### src/core/prxrs_consts.vh
// register offsets, field positions and reset values of the proximity result/status slice
`ifndef PRXRS_CONSTS_VH
`define PRXRS_CONSTS_VH
`define PRXRS_OFS_STATE 8'h13
`define PRXRS_OFS_RES_LO 8'h18
`define PRXRS_OFS_RES_HI 8'h19
`define PRXRS_OFS_TRIM 8'h1e
`define PRXRS_BIT_SAT 6
`define PRXRS_BIT_IRQ 5
`define PRXRS_BIT_VALID 1
`define PRXRS_BIT_SIGN 7
`define PRXRS_RST_STATE 8'h00
`define PRXRS_RST_TRIM 8'h00
`define PRXRS_RST_RESULT 16'h0000
`define PRXRS_RST_SHADOW 8'h00
`define PRXRS_RST_RDATA 8'h00
`define PRXRS_RST_FLAG 1'b0
`endif

### src/core/prxrs_offset_apply.v
// applies the sign-magnitude offset trim to a raw result, scaled by gain, drive and pulses
`default_nettype none
module prxrs_offset_apply #(
   parameter W = 16
) (
   input wire core_clk,
   input wire nrst,
   input wire [W-1:0] raw,
   input wire [7:0] trim,
   input wire [1:0] front_end_gain,
   input wire [1:0] emitter_drive_strength,
   input wire [7:0] emitter_pulse_count,
   output reg [W-1:0] adjusted_r
);
`include "prxrs_consts.vh"
   // step size grows with gain, stronger drive (lower code) and pulse count
   wire [3:0] gain_mul = 4'h1 << front_end_gain;
   wire [3:0] drive_mul = 4'h8 >> emitter_drive_strength;
   wire [8:0] pulses = {1'b0, emitter_pulse_count} + 9'h001;
   wire [31:0] shift_amt = {25'h0, trim[6:0]} * {28'h0, gain_mul} * {28'h0, drive_mul} * {23'h0, pulses};
   wire [31:0] raw_ext = {{(32-W){1'b0}}, raw};
   wire [31:0] max_val = {{(32-W){1'b0}}, {W{1'b1}}};
   reg [W-1:0] adjusted_nxt;
   always @* begin
      if (trim[`PRXRS_BIT_SIGN]) begin
         // saturate high rather than wrap, an offset must never flip a near target to far
         if (raw_ext + shift_amt > max_val || shift_amt > max_val)
            adjusted_nxt = {W{1'b1}};
         else
            adjusted_nxt = raw + shift_amt[W-1:0];
      end else begin
         if (shift_amt >= raw_ext)
            adjusted_nxt = {W{1'b0}};
         else
            adjusted_nxt = raw - shift_amt[W-1:0];
      end
   end
   always @(posedge core_clk or negedge nrst) begin
      if (!nrst)
         adjusted_r <= {W{1'b0}};
      else
         adjusted_r <= adjusted_nxt;
   end
endmodule
`default_nettype wire

### src/core/prxrs_regs.v
// proximity status, result and offset trim registers
// Notes on behaviour
// - read-only 8-bit status at 0x13, zero after reset
// - status bit 6 set when last measurement saturated the front end
// - status bit 5 high while proximity interrupt is asserted
// - status bit 1 set once a cycle completes after sensing is enabled
// - result is 16-bit unsigned, readable as two bytes
// - low result byte at 0x18, high byte at 0x19
// - low-byte read copies high byte into shadow, returned on next high read
// - high-byte read stays coherent across a conversion ending between reads
// - writable sign-magnitude trim at 0x1e, magnitude 6:0, sign 7
// - sign 0 shifts result down, sign 1 up, by the magnitude
// - trim clears to zero at power-up
// - shift size scales with gain, drive strength and pulse count
// - interrupt and bus lines are open-drain, pull low only; here only int_out_oe_r is, reg_rdata_r is a plain driven output
// - interrupt after every cycle or after persistence count out of window
`default_nettype none
module prxrs_regs #(
   parameter W = 16
) (
   input wire core_clk,
   input wire nrst,
   input wire [7:0] reg_addr,
   input wire reg_rd,
   input wire reg_wr,
   input wire [7:0] reg_wdata,
   output reg [7:0] reg_rdata_r,
   input wire sensing_enable,
   input wire cycle_done,
   input wire [W-1:0] raw_result,
   input wire raw_saturated,
   input wire persist_hit,
   input wire irq_clear,
   input wire [1:0] front_end_gain,
   input wire [1:0] emitter_drive_strength,
   input wire [7:0] emitter_pulse_count,
   output reg int_out_oe_r
);
`include "prxrs_consts.vh"
   // ----------------------------------------
   // offset stage
   // ----------------------------------------
   reg [7:0] trim_r;
   wire [W-1:0] adjusted;
   prxrs_offset_apply #(.W(W)) u_ofs (
      .core_clk(core_clk),
      .nrst(nrst),
      .raw(raw_result),
      .trim(trim_r),
      .front_end_gain(front_end_gain),
      .emitter_drive_strength(emitter_drive_strength),
      .emitter_pulse_count(emitter_pulse_count),
      .adjusted_r(adjusted)
   );
   // ----------------------------------------
   // cycle-end alignment
   // ----------------------------------------
   // the adjusted result lags the raw count by one clock, so the cycle-end strobe
   // and the saturation level are delayed by the same amount to stay paired with it
   reg done_d_r;
   reg sat_d_r;
   always @(posedge core_clk or negedge nrst) begin
      if (!nrst) begin
         done_d_r <= `PRXRS_RST_FLAG;
         sat_d_r <= `PRXRS_RST_FLAG;
      end else begin
         done_d_r <= cycle_done;
         sat_d_r <= raw_saturated;
      end
   end
   // ----------------------------------------
   // access decode
   // ----------------------------------------
   // strobes are single-cycle pulses qualified by the offset on the same edge
   wire rd_res_lo = reg_rd && (reg_addr == `PRXRS_OFS_RES_LO);
   wire wr_trim = reg_wr && (reg_addr == `PRXRS_OFS_TRIM);
   // ----------------------------------------
   // result register
   // ----------------------------------------
   // the result keeps its last value between conversions, so polling never sees a partial count
   reg [W-1:0] result_r;
   reg [W-1:0] result_nxt;
   always @* begin
      result_nxt = result_r;
      if (done_d_r)
         result_nxt = adjusted;
   end
   always @(posedge core_clk or negedge nrst) begin
      if (!nrst)
         result_r <= `PRXRS_RST_RESULT;
      else
         result_r <= result_nxt;
   end
   // ----------------------------------------
   // shadow of the upper result byte
   // ----------------------------------------
   // only a lower-byte read loads the shadow; a conversion ending before the upper
   // byte is fetched leaves it alone, so the two bytes always belong to one result
   reg [7:0] shadow_hi_r;
   reg [7:0] shadow_hi_nxt;
   always @* begin
      shadow_hi_nxt = shadow_hi_r;
      if (rd_res_lo)
         shadow_hi_nxt = result_r[W-1:W-8];
   end
   always @(posedge core_clk or negedge nrst) begin
      if (!nrst)
         shadow_hi_r <= `PRXRS_RST_SHADOW;
      else
         shadow_hi_r <= shadow_hi_nxt;
   end
   // ----------------------------------------
   // saturation and valid flags
   // ----------------------------------------
   reg sat_flag_r;
   reg sat_flag_nxt;
   reg valid_flag_r;
   reg valid_flag_nxt;
   // saturation follows every finished cycle, it describes the front end, not the enable
   always @* begin
      sat_flag_nxt = sat_flag_r;
      if (done_d_r)
         sat_flag_nxt = sat_d_r;
   end
   // valid drops as soon as sensing is switched off, so a stale result is never flagged
   always @* begin
      valid_flag_nxt = valid_flag_r;
      if (!sensing_enable)
         valid_flag_nxt = 1'b0;
      else if (done_d_r)
         valid_flag_nxt = 1'b1;
   end
   always @(posedge core_clk or negedge nrst) begin
      if (!nrst) begin
         sat_flag_r <= `PRXRS_RST_FLAG;
         valid_flag_r <= `PRXRS_RST_FLAG;
      end else begin
         sat_flag_r <= sat_flag_nxt;
         valid_flag_r <= valid_flag_nxt;
      end
   end
   // ----------------------------------------
   // proximity interrupt
   // ----------------------------------------
   // persist_hit already folds in the every-cycle or persistence choice made upstream
   wire irq_set = done_d_r && sensing_enable && persist_hit;
   reg irq_flag_r;
   reg irq_flag_nxt;
   always @* begin
      irq_flag_nxt = irq_flag_r;
      // set wins over a simultaneous clear, a fresh event must not be lost
      if (irq_set)
         irq_flag_nxt = 1'b1;
      else if (irq_clear)
         irq_flag_nxt = 1'b0;
   end
   // the pin enable copies the next flag value so that it leaves a flip-flop directly
   always @(posedge core_clk or negedge nrst) begin
      if (!nrst) begin
         irq_flag_r <= `PRXRS_RST_FLAG;
         int_out_oe_r <= `PRXRS_RST_FLAG;
      end else begin
         irq_flag_r <= irq_flag_nxt;
         // the pin is only ever pulled low: enable high means drive low, never high
         int_out_oe_r <= irq_flag_nxt;
      end
   end
   // ----------------------------------------
   // offset trim register
   // ----------------------------------------
   // the trim is the only writable location here; writes to any other offset are dropped
   reg [7:0] trim_nxt;
   always @* begin
      trim_nxt = trim_r;
      if (wr_trim)
         trim_nxt = reg_wdata;
   end
   always @(posedge core_clk or negedge nrst) begin
      if (!nrst)
         trim_r <= `PRXRS_RST_TRIM;
      else
         trim_r <= trim_nxt;
   end
   // ----------------------------------------
   // status word
   // ----------------------------------------
   // reserved positions read as zero; the interrupt bit mirrors the pin enable
   reg [7:0] status_word;
   always @* begin
      status_word = `PRXRS_RST_STATE;
      status_word[`PRXRS_BIT_SAT] = sat_flag_r;
      status_word[`PRXRS_BIT_IRQ] = int_out_oe_r;
      status_word[`PRXRS_BIT_VALID] = valid_flag_r;
   end
   // ----------------------------------------
   // read data
   // ----------------------------------------
   // a read returns what the registers held on the edge at which the strobe is taken
   reg [7:0] rdata_nxt;
   always @* begin
      rdata_nxt = reg_rdata_r;
      if (reg_rd) begin
         case (reg_addr)
            `PRXRS_OFS_STATE: rdata_nxt = status_word;
            `PRXRS_OFS_RES_LO: rdata_nxt = result_r[7:0];
            `PRXRS_OFS_RES_HI: rdata_nxt = shadow_hi_r;
            `PRXRS_OFS_TRIM: rdata_nxt = trim_r;
            // unmapped offsets read as zero
            default: rdata_nxt = 8'h00;
         endcase
      end
   end
   // read data holds between reads so a slow host sees a steady byte
   always @(posedge core_clk or negedge nrst) begin
      if (!nrst)
         reg_rdata_r <= `PRXRS_RST_RDATA;
      else
         reg_rdata_r <= rdata_nxt;
   end
endmodule
`default_nettype wire

### config.mk
export PLATFORM = sky130hd
export DESIGN_NAME = prxrs_regs
export DESIGN_NICKNAME = d
export VERILOG_FILES = /design/src/core/prxrs_offset_apply.v /design/src/core/prxrs_regs.v
export VERILOG_INCLUDE_DIRS = /design/src /design/src/core
export SDC_FILE = /design/constraint.sdc
export NUM_CORES = 1
export LEC_CHECK = 0
export BUFFER_PORTS_ARGS = -buffer_cell sky130_fd_sc_hd__buf_4
export CORE_MARGIN = 1.5
export CORE_UTILIZATION = 45
export DETAILED_ROUTE_END_ITERATION = 8
export PLACE_DENSITY = 0.63
export SLEW_MARGIN = 20
export SYNTH_ARGS = -nofsm -noshare
export SYNTH_HDL_FRONTEND = slang
export SYNTH_SLANG_ARGS = --single-unit
export TNS_END_PERCENT = 100
### constraint.sdc
create_clock -name core_clk -period 16.1 [get_ports core_clk]
set_input_delay 2.415 -clock core_clk [delete_from_list [all_inputs] [get_ports core_clk]]
set_output_delay 2.415 -clock core_clk [all_outputs]
set_load 0.05 [all_outputs]
Word level (Yosys, flattened, before mapping):

Index checks and enable logic that the tools add are counted.

* input port bits: 53
* register bits after elaboration: 61
* word-level logic and storage cells: 41

* multipliers: 3
* reductions and logical operators: 6
* equality and inequality tests: 5
* multiplexer cells: 8
* shift-type cells: 2
* order comparisons: 3
* $add $sub $neg: 4

Operators with widths (number)
* $mux 16: 3
* $eq 8x5->1 const B: 4
* $gt 32x16->1 const B: 1
* $pmux 8 s4: 1
* $add 16x24->25: 1
* $ge 24x16->1: 1
* $gt 24x16->1 const B: 1
* $mul 15x9->24: 1
* $add 16x16->16: 1
* $sub 16x16->16: 1
* $mul 11x4->15: 1
* $mul 7x4->11: 1
* $add 8x1->9 const B: 1
* $logic_and 1x1->1: 4
* $mux 1: 4
* $shl 1x2->4 const A: 1
* $shr 4x2->4 const A: 1
* $ne 2x1->1 const B: 1
* $reduce_bool 2->1: 1
* $logic_or 1x1->1: 1

Logic depth before layout (Yosys ltp):

Gate-level depths: netlist of run 1.

* depth in word-level cells: 9
* depth in mapped cells: 48

By module:

Synthesis of run 1 repeated with hierarchy kept, for this count alone.

* cells, all modules: 1241
* area, all modules: 10875.4 um^2

By module, submodules not included
* prxrs_offset_apply: area each 8906.0 um^2, cells an instance 1099, times used 1
* prxrs_regs: area each 1969.4 um^2, cells an instance 142, times used 1

Worst setup path after synthesis of run 1:

No wires, ideal clock.

* path kind: input to register
* from: input front_end_gain[1]
* to: register u_ofs.adjusted_r[5]
* arrival time: 13128 ps
* setup time: 120 ps
* path slack: 2852 ps
* required time: 15980 ps
* stages: 44
* cells stage by stage: clkbuf_1 nor2b_1 nand2_1 fa_1 fa_1 inv_1 ha_1 a21o_1 a21oi_1 o21bai_1 a21oi_1 o21bai_1 a21oi_1 xnor2_1 nand2_1 fa_1 fa_1 inv_1 [8 not listed] fa_1 fa_1 inv_1 fa_1 inv_1 ha_1 buf_2 and4_4 and3_1 and3_4 or4_4 a211oi_2 o211ai_1 or4_1 buf_2 nor2_1 or4b_1 and3_1

* longest elaborated chain between the ends: 9
* elaborated cells between the ends (all ways): 14
* those cells by class: add/sub: 3; mul: 3; order compare: 3; shift: 1; mux: 3; reduce/logical: 1

Ends and longest elaborated chain
* from (decl): line prxrs_regs.v:34 `input wire [1:0] front_end_gain,`
* $shl 1x2->4 *: line prxrs_offset_apply.v:17 `wire [3:0] gain_mul = 4'h1 << front_end_gain;`
* $mul 7x4->11 *: line prxrs_offset_apply.v:20 `wire [31:0] shift_amt = {25'h0, trim[6:0]} * {28'h0, gain_mul} * {28'h0, drive_mul} * {23'h0, pulses};`
* $mul 11x4->15 *: line prxrs_offset_apply.v:20
* $mul 15x9->24 *: line prxrs_offset_apply.v:20
* $add 16x24->25: line prxrs_offset_apply.v:27 `if (raw_ext + shift_amt > max_val || shift_amt > max_val)`
* $gt 32x16->1: line prxrs_offset_apply.v:27
* $logic_or 1x1->1: line prxrs_offset_apply.v:27
* $mux 16: line prxrs_offset_apply.v:27
* $mux 16 *: line prxrs_offset_apply.v:25 `` if (trim[`PRXRS_BIT_SIGN]) begin ``
* named net u_ofs.adjusted_nxt[5]: line prxrs_offset_apply.v:23 `reg [W-1:0] adjusted_nxt;`
* to (signal assigned): line prxrs_offset_apply.v:40 `adjusted_r <= {W{1'b0}};`
* to (signal assigned): line prxrs_offset_apply.v:42 `adjusted_r <= adjusted_nxt;`
* to (decl): line prxrs_offset_apply.v:13 `output reg [W-1:0] adjusted_r`

Mark *: on every way through the listed nets, which the timed path passes. The rest lies on a longest branch.
A chain may end at the register's enable or synchronous reset.

Worst setup path in the final report of run 1:

* from: input front_end_gain[0]
* to: register u_ofs.adjusted_r[5]

Same word-level chain as after synthesis.

==> impl_metrics.py, run 1 <==
metrics = {
    "floorplanning": {
        "die_w_microns": 157,
        "fp.dieH_microns": 157,
        "rows": 56,
        "initial_utilization": 0.458,
        "core-area_sq_mm": 0.0234,
        "die_area_sq_mm": 0.0247,
        "io_pins": 62,
    },
    "logic_synthesis": {
        "ys_seq_area_frac": 0.143,
        "synth-adder-area-share": 0.379,
        "syn_inst": 1259,
        "synth_top_area_share": 0.228,
        "synth_warnings": 0,
        "synth_xor_area_frac": 0.0417,
        "synth.distinct_cells": 62,
        "muxShareOfSynthArea": 0.0445,
        "synth_area_sq_mm": 0.0107,
        "yosysTopAreaCell": "fa_1",
        "synthSimpleGateAreaFrac": 0.189,
        "synth-edff-count": 0,
        "synth_compound_area_frac": 0.124,
        "synth_top_family_by_area": "adder cells",
        "syn_area_per_cell_sq_um": 8.51,
        "synthArstFlopShare": 1.00,
        "syn_nets": 1563,
        "synth-main-ff-cell": "dfrtp_1",
        "ys_ff_latch": 61,
        "synth_area_leaders": "fa_1 23%, ha_1 15%, dfrtp_1 14%",
    },
    "critical_path": {
        "critPathMostFrequentCell": "fa_1",
        "worstSetupEndpointType": "register",
        "path_class": "input port to register",
        "slowest_delay_ns": 0.68,
        "cpMaxStageDelayCell": "or4_1",
        "cp_data_arrival_time_ns": 14.62,
        "crit_required_ns": 16.32,
        "path_max_fanout": 11,
        "critPathLaunchType": "input port",
    },
    "clock_network": {
        "cts_resized": 0,
        "clock_path_buffers": 2,
        "cts_setup_buffers": 0,
        "postCtsHoldBufs": 0,
        "root_buffer": "clkbuf_16",
        "cts-htree-levels": 3,
        "path_clk_slew_ns": 0.05,
        "numCtsBuffers": 9,
        "tritoncts": "yes",
        "clk_latency_ns": 0.32,
        "clock-sinks": 61,
    },
    "power_and_ir_drop": {
        "p_leak_nw": 5.74,
        "powerDensity_mw_per_mm2": 59.1,
        "vdd_drop_max_mv": 0.0609,
    },
    "grt": {
        "grt.overflow.total": 0,
        "grt_usage": 0.212,
        "grt_max_degree": 62,
        "grt_antenna_before_repair": 0,
        "grt_pass1_wl_microns": 42000,
        "grt_pass1_vias": 8491,
    },
    "routing": {
        "routedWlPerCell_microns": 15.6,
        "first_pass_iters": 6,
        "drtAntennaViolNets": 0,
        "first_iter_violations": 506,
        "routed_via_density": 5.37,
        "drc": 0,
        "drt-total-wl_microns": 25200,
        "vias": 8678,
    },
    "sta": {
        "min_period_ns": 14.40,
        "setup_viol": 0,
        "final-hold-violation-count": 0,
        "finalWorstSetupSlack_ns": 1.70,
        "maxSlewHeadroom": 0.274,
        "finalCritPeriodShare": 0.894,
        "finalSetupTns_ns": 0,
        "rsz0062_at_grt": "false",
        "fmax_mhz": 69.4,
        "tightest_slew_ns": 1.09,
        "fin_skew_ns": 0.00562,
        "drv_slew": 0,
    },
    "final_layout": {
        "num-nets-final": 1597,
        "syn_to_final_growth_pct": 9.80,
        "drive_gt1_frac": 0.104,
        "layout_common_cells": "182 x inv_1, 129 x ha_1, 124 x nor2_1",
        "n_antenna_cell": 0,
        "layout_commonest_cell": "inv_1",
    },
    "placement": {
        "globalplace.congestion": 0.901,
        "dp_hpwl_microns": 20900,
        "io_buffers": 61,
        "place_ws_ns": 1.50,
    },
    "job": {
        "maxCapViolations": 0,
    },
    "run_status": {
        "status": "finished, final reports clean",
    },
    "hold_path": {
        "min_path_type": "register to register",
    },
}
## synthesized netlist by cell type (3+ instances only)
cell and number:
ha_1 129, o22ai_1 4, o31ai_1 5, o21a_1 6
nand2b_1 32, a41o_1 3, nor3_1 31, inv_1 182
clkbuf_1 34, nand2_1 116, o21bai_1 15, nor2b_1 24
buf_2 4, nor4b_1 3, o21ai_0 34, o41ai_1 3
dfrtp_1 61, a21o_1 11, a211oi_1 5, a21oi_1 68
xnor2_1 32, fa_1 122, mux2_2 37, xor2_1 19
a221oi_1 3, mux2i_1 6, and3_1 18, a41oi_1 6
nor2_1 124, o211ai_1 9, and2_1 20, nand3_1 25
or4_1 3, nand3b_1 3, a222oi_1 3, or2_2 10
or3_1 6, a31oi_1 10
## cell families (layout without fill, tap and decap cells)
| kind of cell | count (synthesis) | after routing |
|---|---|---|
| buf+inv | 223 | 261 |
| flops | 61 | 61 |
| mux | 43 | 43 |
| compound gates | 205 | 205 |
| xor+xnor | 51 | 51 |
| simple gates | 425 | 425 |
| fa+ha+maj | 251 | 251 |
## worst max-delay path: cells and delay by family
family	cells	cell delay [ns]
adders and majority gates	11	5.39
and+or+nand+nor	13	3.95
AOI/OAI and AO/OA	9	1.91
xor gates and xnor gates	1	0.59
buffers and inverters	5	0.36
## area by class of cell
cell class / count / area (sq um)
Clock buffer: 9 / 225
Inverter: 182 / 683
Sequential cell: 61 / 1530
Multi-Input combinational cell: 975 / 8340
Timing Repair Buffer: 64 / 480
Fill cell: 2256 / 11600
Clock inverter: 6 / 111
Tap cell: 319 / 399
## worst paths after layout
check / start / endpoint / slack [ns] / cells after the start
max reg2reg: trim_r[0] / u_ofs.adjusted_r[5] / 3.79 / 37
min: u_ofs.adjusted_r[12] / result_r[12] / 0.47 / 1
min in group asynchronous: nrst / result_r[7] / 2.15 / 1
max in group asynchronous: nrst / trim_r[3] / 13.45 / 1
min reg2reg: u_ofs.adjusted_r[12] / result_r[12] / 0.47 / 1
max: front_end_gain[0] / u_ofs.adjusted_r[5] / 1.70 / 39
## state kept, by name (all words and copies together), names as in the netlist
| signal | flops |
|---|---|
| shadow_hi_r | 8 |
| valid_flag_r | 1 |
| irq_flag_r | 1 |
| result_r | 16 |
| sat_d_r | 1 |
| done_d_r | 1 |
| trim_r | 8 |
| sat_flag_r | 1 |
| reg_rdata_r | 8 |
| u_ofs.adjusted_r | 16 |
## report_power, final
group	switching (mW)	internal (mW)	total, mW	leakage, nW
Clock	0.0656	0.150	0.216	0.162
Combinational	0.165	0.110	0.274	4.81
Sequential	0.0161	0.189	0.205	0.765
## per-stage QoR
stage	hold slack, ns	instances	power, mW	utilization	instance area, sq um
2_1_floorplan	0.454	1259	0.398	-	10700
3_3_place_gp	0.457	1601	0.475	0.488	11400
3_5_place_dp	0.461	1601	0.480	0.488	11400
4_1_cts	0.475	1616	0.699	0.503	11800
5_1_grt	0.482	1616	0.742	0.503	11800
6_report	0.474	1616	0.695	0.503	11800
## routing by layer
metal  GRT usage  share of wire  vias to the layer above
li1            -              -                     4205
met1       0.292           0.45                     4223
met2       0.358           0.48                      214
met3      0.0187          0.050                       36
met4      0.0566          0.018                        0
met5           0              0                        -
Note: power is estimated with default switching activity, not from simulation.
==> run 2: changes to the inputs <==
--- a/config.mk
+++ b/config.mk
@@ -8,9 +8,9 @@
 export LEC_CHECK = 0
 export BUFFER_PORTS_ARGS = -buffer_cell sky130_fd_sc_hd__buf_4
 export CORE_MARGIN = 1.5
-export CORE_UTILIZATION = 45
+export CORE_UTILIZATION = 50
 export DETAILED_ROUTE_END_ITERATION = 8
-export PLACE_DENSITY = 0.63
+export PLACE_DENSITY = 0.68
 export SLEW_MARGIN = 20
 export SYNTH_ARGS = -nofsm -noshare
 export SYNTH_HDL_FRONTEND = slang
==> impl_metrics.py, run 2 (synthesized netlist as in run 1, its figures left out) <==
metrics = {
    "run_status": {
        "status": "finished, final reports clean",
    },
    "placement": {
        "placed_area_sq_mm": 0.0114,
        "dp_hpwl_microns": 20600,
        "globalplace.congestion": 0.889,
        "placed_cells_incl_taps": 1558,
        "io_buffers": 61,
    },
    "floorplanning": {
        "die_area_sq_mm": 0.0223,
        "rows": 53,
        "io_pins": 62,
        "initial_utilization": 0.510,
        "fp.dieH_microns": 149,
        "die_w_microns": 149,
        "core-area_sq_mm": 0.0210,
    },
    "grt": {
        "grt.overflow.total": 0,
        "grt_max_degree": 62,
        "grt_usage": 0.235,
        "grt_pass1_vias": 8488,
        "grt_pass1_wl_microns": 42100,
        "grt_antenna_before_repair": 0,
    },
    "routing": {
        "drtAntennaViolNets": 0,
        "vias": 8649,
        "routedWlPerCell_microns": 15.8,
        "drt-total-wl_microns": 24900,
        "routed_via_density": 5.49,
        "drc": 0,
        "first_pass_iters": 5,
        "first_iter_violations": 616,
    },
    "final_layout": {
        "layout_common_cells": "182 x inv_1, 129 x ha_1, 124 x nor2_1",
        "drive_gt1_frac": 0.105,
        "layout_commonest_cell": "inv_1",
        "utilization": 0.556,
        "reg.largest.list": "result_r x16, u_ofs.adjusted_r x16",
        "design_area_sq_mm": 0.0117,
        "num-nets-final": 1598,
        "n_antenna_cell": 0,
        "seq_area_sq_mm": 0.00153,
        "finalNonFillerCells": 1574,
        "syn_to_final_growth_pct": 9.12,
        "nFillCells": 1941,
        "multi_input_area_sq_mm": 0.00834,
    },
    "clock_network": {
        "clock-sinks": 61,
        "postCtsHoldBufs": 0,
        "cts_setup_buffers": 0,
        "path_clk_slew_ns": 0.05,
        "clk_latency_ns": 0.33,
        "root_buffer": "clkbuf_16",
        "tritoncts": "yes",
        "cts-htree-levels": 3,
        "numCtsBuffers": 9,
        "cts_resized": 0,
        "clock_path_buffers": 2,
    },
    "critical_path": {
        "cpMaxStageDelayCell": "or4_1",
        "r2r-start": "trim_r[0]",
        "critPathLaunchType": "input port",
        "r2r_cells": 37,
        "cp_data_arrival_time_ns": 14.28,
        "path_max_fanout": 14,
        "critPathMostFrequentCell": "fa_1",
        "slowest_delay_ns": 0.69,
        "crit_start": "front_end_gain[1]",
        "worstSetupEndpointType": "register",
        "crit_required_ns": 16.30,
        "path_class": "input port to register",
    },
    "sta": {
        "setup_viol": 0,
        "fin_skew_ns": 0.00550,
        "rsz0062_at_grt": "false",
        "drv_slew": 0,
        "maxSlewHeadroom": 0.251,
        "finalCritPeriodShare": 0.875,
        "finalSetupTns_ns": 0,
        "tightest_slew_ns": 1.12,
        "fmax_mhz": 71.0,
        "final-hold-violation-count": 0,
        "min_period_ns": 14.08,
    },
    "hold_path": {
        "min_path_type": "register to register",
        "min_from": "u_ofs.adjusted_r[1]",
        "min_path_cells": 1,
    },
    "power_and_ir_drop": {
        "vdd_drop_max_mv": 0.0587,
        "powerDensity_mw_per_mm2": 57.7,
        "p_leak_nw": 5.73,
    },
    "job": {
        "maxCapViolations": 0,
    },
}
[run 2: changes by cell type in the layout (fill, tap and decap cells not counted)]
cell	delta
buf_4	+1
bufinv_16	-2
clkbuf_8	+2
clkinv_4	+1
clkinvlp_4	+1
inv_6	-1
[run 2: report_power, final]
part | total, mW | internal (mW) | leakage [nW] | switching, mW
Sequential | 0.205 | 0.189 | 0.765 | 0.0168
Clock | 0.194 | 0.128 | 0.148 | 0.0657
Combinational | 0.276 | 0.111 | 4.82 | 0.165
Total | 0.675 | 0.427 | 5.73 | 0.247
[run 2: layout make-up]
cell class	count	area share
Sequential cell	61	0.131
Clock buffer	11	0.0216
Clock inverter	5	0.00503
Multi-Input combinational cell	975	0.713
Tap cell	275	0.0294
Inverter	182	0.0584
Timing Repair Buffer	65	0.0417
[run 2: routing by layer]
layer  wire length (microns)  track usage  up-vias
met2                   11600        0.378      229
met3                    1260       0.0211       32
met1                   11700        0.342     4179
met5                       0            0        -
met4                     403       0.0535        0
li1                        -            -     4209
[run 2: final timing paths]
| path | slack [ns] | endpoint |
|---|---|---|
| setup / recovery | 2.02 | u_ofs.adjusted_r[15] |
| setup reg to reg | 4.03 | u_ofs.adjusted_r[15] |
| max in group asynchronous | 13.45 | trim_r[3] |
| min in group asynchronous | 2.15 | result_r[6] |
| hold reg to reg | 0.47 | result_r[1] |
| hold / removal | 0.47 | result_r[1] |
[run 2: per-stage QoR]
stage	total power, mW	setup WS, ns	hold slack, ns
3_5_place_dp	0.481	1.80	0.463
6_report	0.675	2.02	0.472
2_1_floorplan	0.398	2.85	0.454
3_3_place_gp	0.475	2.06	0.458
4_1_cts	0.678	2.08	0.478
5_1_grt	0.721	1.24	0.486
[run 2: worst max-delay path: cells and delay by family]
kind / cells / cell delay, ns
adders and majority gates: 11 / 5.37
xor gates and xnor gates: 1 / 0.59
buffers and inverters: 5 / 0.34
and+or+nand+nor: 11 / 3.16
AOI/OAI and AO/OA: 11 / 2.40
==> run 3: changes to the inputs <==
--- a/config.mk
+++ b/config.mk
@@ -8,9 +8,10 @@
 export LEC_CHECK = 0
 export BUFFER_PORTS_ARGS = -buffer_cell sky130_fd_sc_hd__buf_4
 export CORE_MARGIN = 1.5
-export CORE_UTILIZATION = 50
+export CORE_UTILIZATION = 52
 export DETAILED_ROUTE_END_ITERATION = 8
-export PLACE_DENSITY = 0.68
+export PLACE_DENSITY = 0.71
+export SETUP_SLACK_MARGIN = 0.4
 export SLEW_MARGIN = 20
 export SYNTH_ARGS = -nofsm -noshare
 export SYNTH_HDL_FRONTEND = slang
==> impl_metrics.py, run 3 (synthesized netlist as in run 1, its figures left out) <==
metrics = {
    "final_layout": {
        "n_antenna_cell": 0,
        "layout_common_cells": "182 x inv_1, 129 x ha_1, 124 x nor2_1",
        "design_area_sq_mm": 0.0117,
        "drive_gt1_frac": 0.105,
        "finalNonFillerCells": 1569,
        "multi_input_area_sq_mm": 0.00834,
        "nFillCells": 1764,
        "utilization": 0.579,
        "seq_area_sq_mm": 0.00153,
        "syn_to_final_growth_pct": 9.29,
        "reg.largest.list": "result_r x16, u_ofs.adjusted_r x16",
        "layout_commonest_cell": "inv_1",
        "num-nets-final": 1598,
    },
    "power_and_ir_drop": {
        "seq_power_share": 0.298,
        "p_comb_frac": 0.399,
        "swShare": 0.358,
        "p_int_uw": 444,
        "vdd_drop_max_mv": 0.0425,
        "power_switching_uw": 248,
        "powerDensity_mw_per_mm2": 59.0,
        "power_frac_clock": 0.303,
        "p_leak_nw": 5.75,
    },
    "clock_network": {
        "clock_path_buffers": 2,
        "tritoncts": "yes",
        "cts-htree-levels": 3,
        "postCtsHoldBufs": 0,
        "path_clk_slew_ns": 0.05,
        "cts_resized": 0,
        "root_buffer": "clkbuf_16",
        "numCtsBuffers": 9,
        "cts_setup_buffers": 0,
        "clock-sinks": 61,
        "clk_latency_ns": 0.33,
    },
    "sta": {
        "min_period_ns": 13.97,
        "tightest_slew_ns": 1.05,
        "drv_slew": 0,
        "setup_viol": 0,
        "finalSetupTns_ns": 0,
        "fmax_mhz": 71.6,
        "final-hold-violation-count": 0,
        "rsz0062_at_grt": "false",
        "finalCritPeriodShare": 0.868,
        "finalWorstSetupSlack_ns": 2.13,
        "maxSlewHeadroom": 0.296,
        "fin_skew_ns": 0.00465,
    },
    "floorplanning": {
        "io_pins": 62,
        "fp.dieH_microns": 147,
        "die_area_sq_mm": 0.0215,
        "initial_utilization": 0.529,
        "die_w_microns": 147,
        "rows": 52,
        "core-area_sq_mm": 0.0202,
    },
    "placement": {
        "placed_area_sq_mm": 0.0114,
        "placed_cells_incl_taps": 1553,
        "dp_hpwl_microns": 20500,
        "place_ws_ns": 1.90,
        "globalplace.congestion": 0.914,
        "io_buffers": 61,
    },
    "grt": {
        "top_usage_layer": "met2",
        "grt_usage": 0.243,
        "grt_max_degree": 62,
        "grt_antenna_before_repair": 0,
        "grt_pass1_vias": 8540,
        "use_met3": 0.0219,
        "grt_util_met2": 0.401,
        "use_met1": 0.347,
        "grt.overflow.total": 0,
        "grt_pass1_wl_microns": 42400,
    },
    "routing": {
        "drtAntennaViolNets": 0,
        "first_pass_iters": 5,
        "drc": 0,
        "vias": 8724,
        "first_iter_violations": 715,
        "drt-total-wl_microns": 24900,
        "routed_via_density": 5.56,
        "routedWlPerCell_microns": 15.9,
    },
    "critical_path": {
        "critPathMostFrequentCell": "fa_1",
        "reg2reg_slack_ns": 4.17,
        "path_class": "input port to register",
        "r2r_cells": 37,
        "worstSetupEndpointType": "register",
        "crit_required_ns": 16.31,
        "cp_data_arrival_time_ns": 14.18,
        "cpMaxStageDelayCell": "or4_1",
        "reg2reg_to": "u_ofs.adjusted_r[14]",
        "critPathLaunchType": "input port",
        "path_max_fanout": 14,
        "slowest_delay_ns": 0.69,
        "r2r-start": "trim_r[0]",
    },
    "hold_path": {
        "min_path_type": "register to register",
        "min_path_cells": 1,
        "hold_end": "sat_flag_r",
        "min_from": "sat_d_r",
    },
    "run_status": {
        "status": "finished, final reports clean",
    },
    "job": {
        "maxCapViolations": 0,
    },
}
==> run 3: per-layer routing <==
| metal | part of all wire | wire length, microns |
|---|---|---|
| met1 | 0.46 | 11500 |
| met2 | 0.48 | 11900 |
| met3 | 0.048 | 1190 |
| met4 | 0.014 | 337 |
| met5 | 0 | 0 |
==> run 3: per-stage QoR <==
step                      power [mW]  hold WS [ns]
final                          0.691         0.473
after global routing           0.739         0.481
after CTS                      0.693         0.478
after detailed placement       0.481         0.462
after global placement         0.473         0.458
after floorplan                0.398         0.454
==> run 3: how the worst max path moves through the flow <==
stage / slack (ns) / to / from / cells after the start
after floorplan: 2.85 / u_ofs.adjusted_r[5] / front_end_gain[1] / 44
after global placement: 2.14 / u_ofs.adjusted_r[5] / front_end_gain[1] / 40
after detailed placement: 1.90 / u_ofs.adjusted_r[9] / front_end_gain[0] / 39
after CTS: 2.21 / u_ofs.adjusted_r[9] / front_end_gain[0] / 39
after global routing: 1.20 / u_ofs.adjusted_r[5] / front_end_gain[0] / 41
final: 2.13 / u_ofs.adjusted_r[14] / front_end_gain[0] / 39
==> run 3: power groups by stage <==
stage / clock network [mW] / logic [mW] / registers, mW
global placement: 0 / 0.266 / 0.207
detailed placement: 0 / 0.272 / 0.209
global route: 0.222 / 0.307 / 0.211
CTS: 0.212 / 0.274 / 0.207
floorplan: 0 / 0.194 / 0.204
finish: 0.209 / 0.276 / 0.206
==> run 3: final cells by class <==
class,count,area share
clock buffer,11,0.0216
clock inverter,5,0.00705
inverter,182,0.0584
multi-input combinational,975,0.712
sequential,61,0.130
tap,270,0.0289
timing repair buffer,65,0.0417
==> run 3: worst max-delay path: cells and delay by family <==
family                   cells  cell delay, ns
AO/OA/AOI/OAI               11            2.33
AND/OR/NAND/NOR             10            3.02
adder cells (fa/ha/maj)     11            5.19
XOR/XNOR                     2            0.86
buffers and inverters        5            0.34
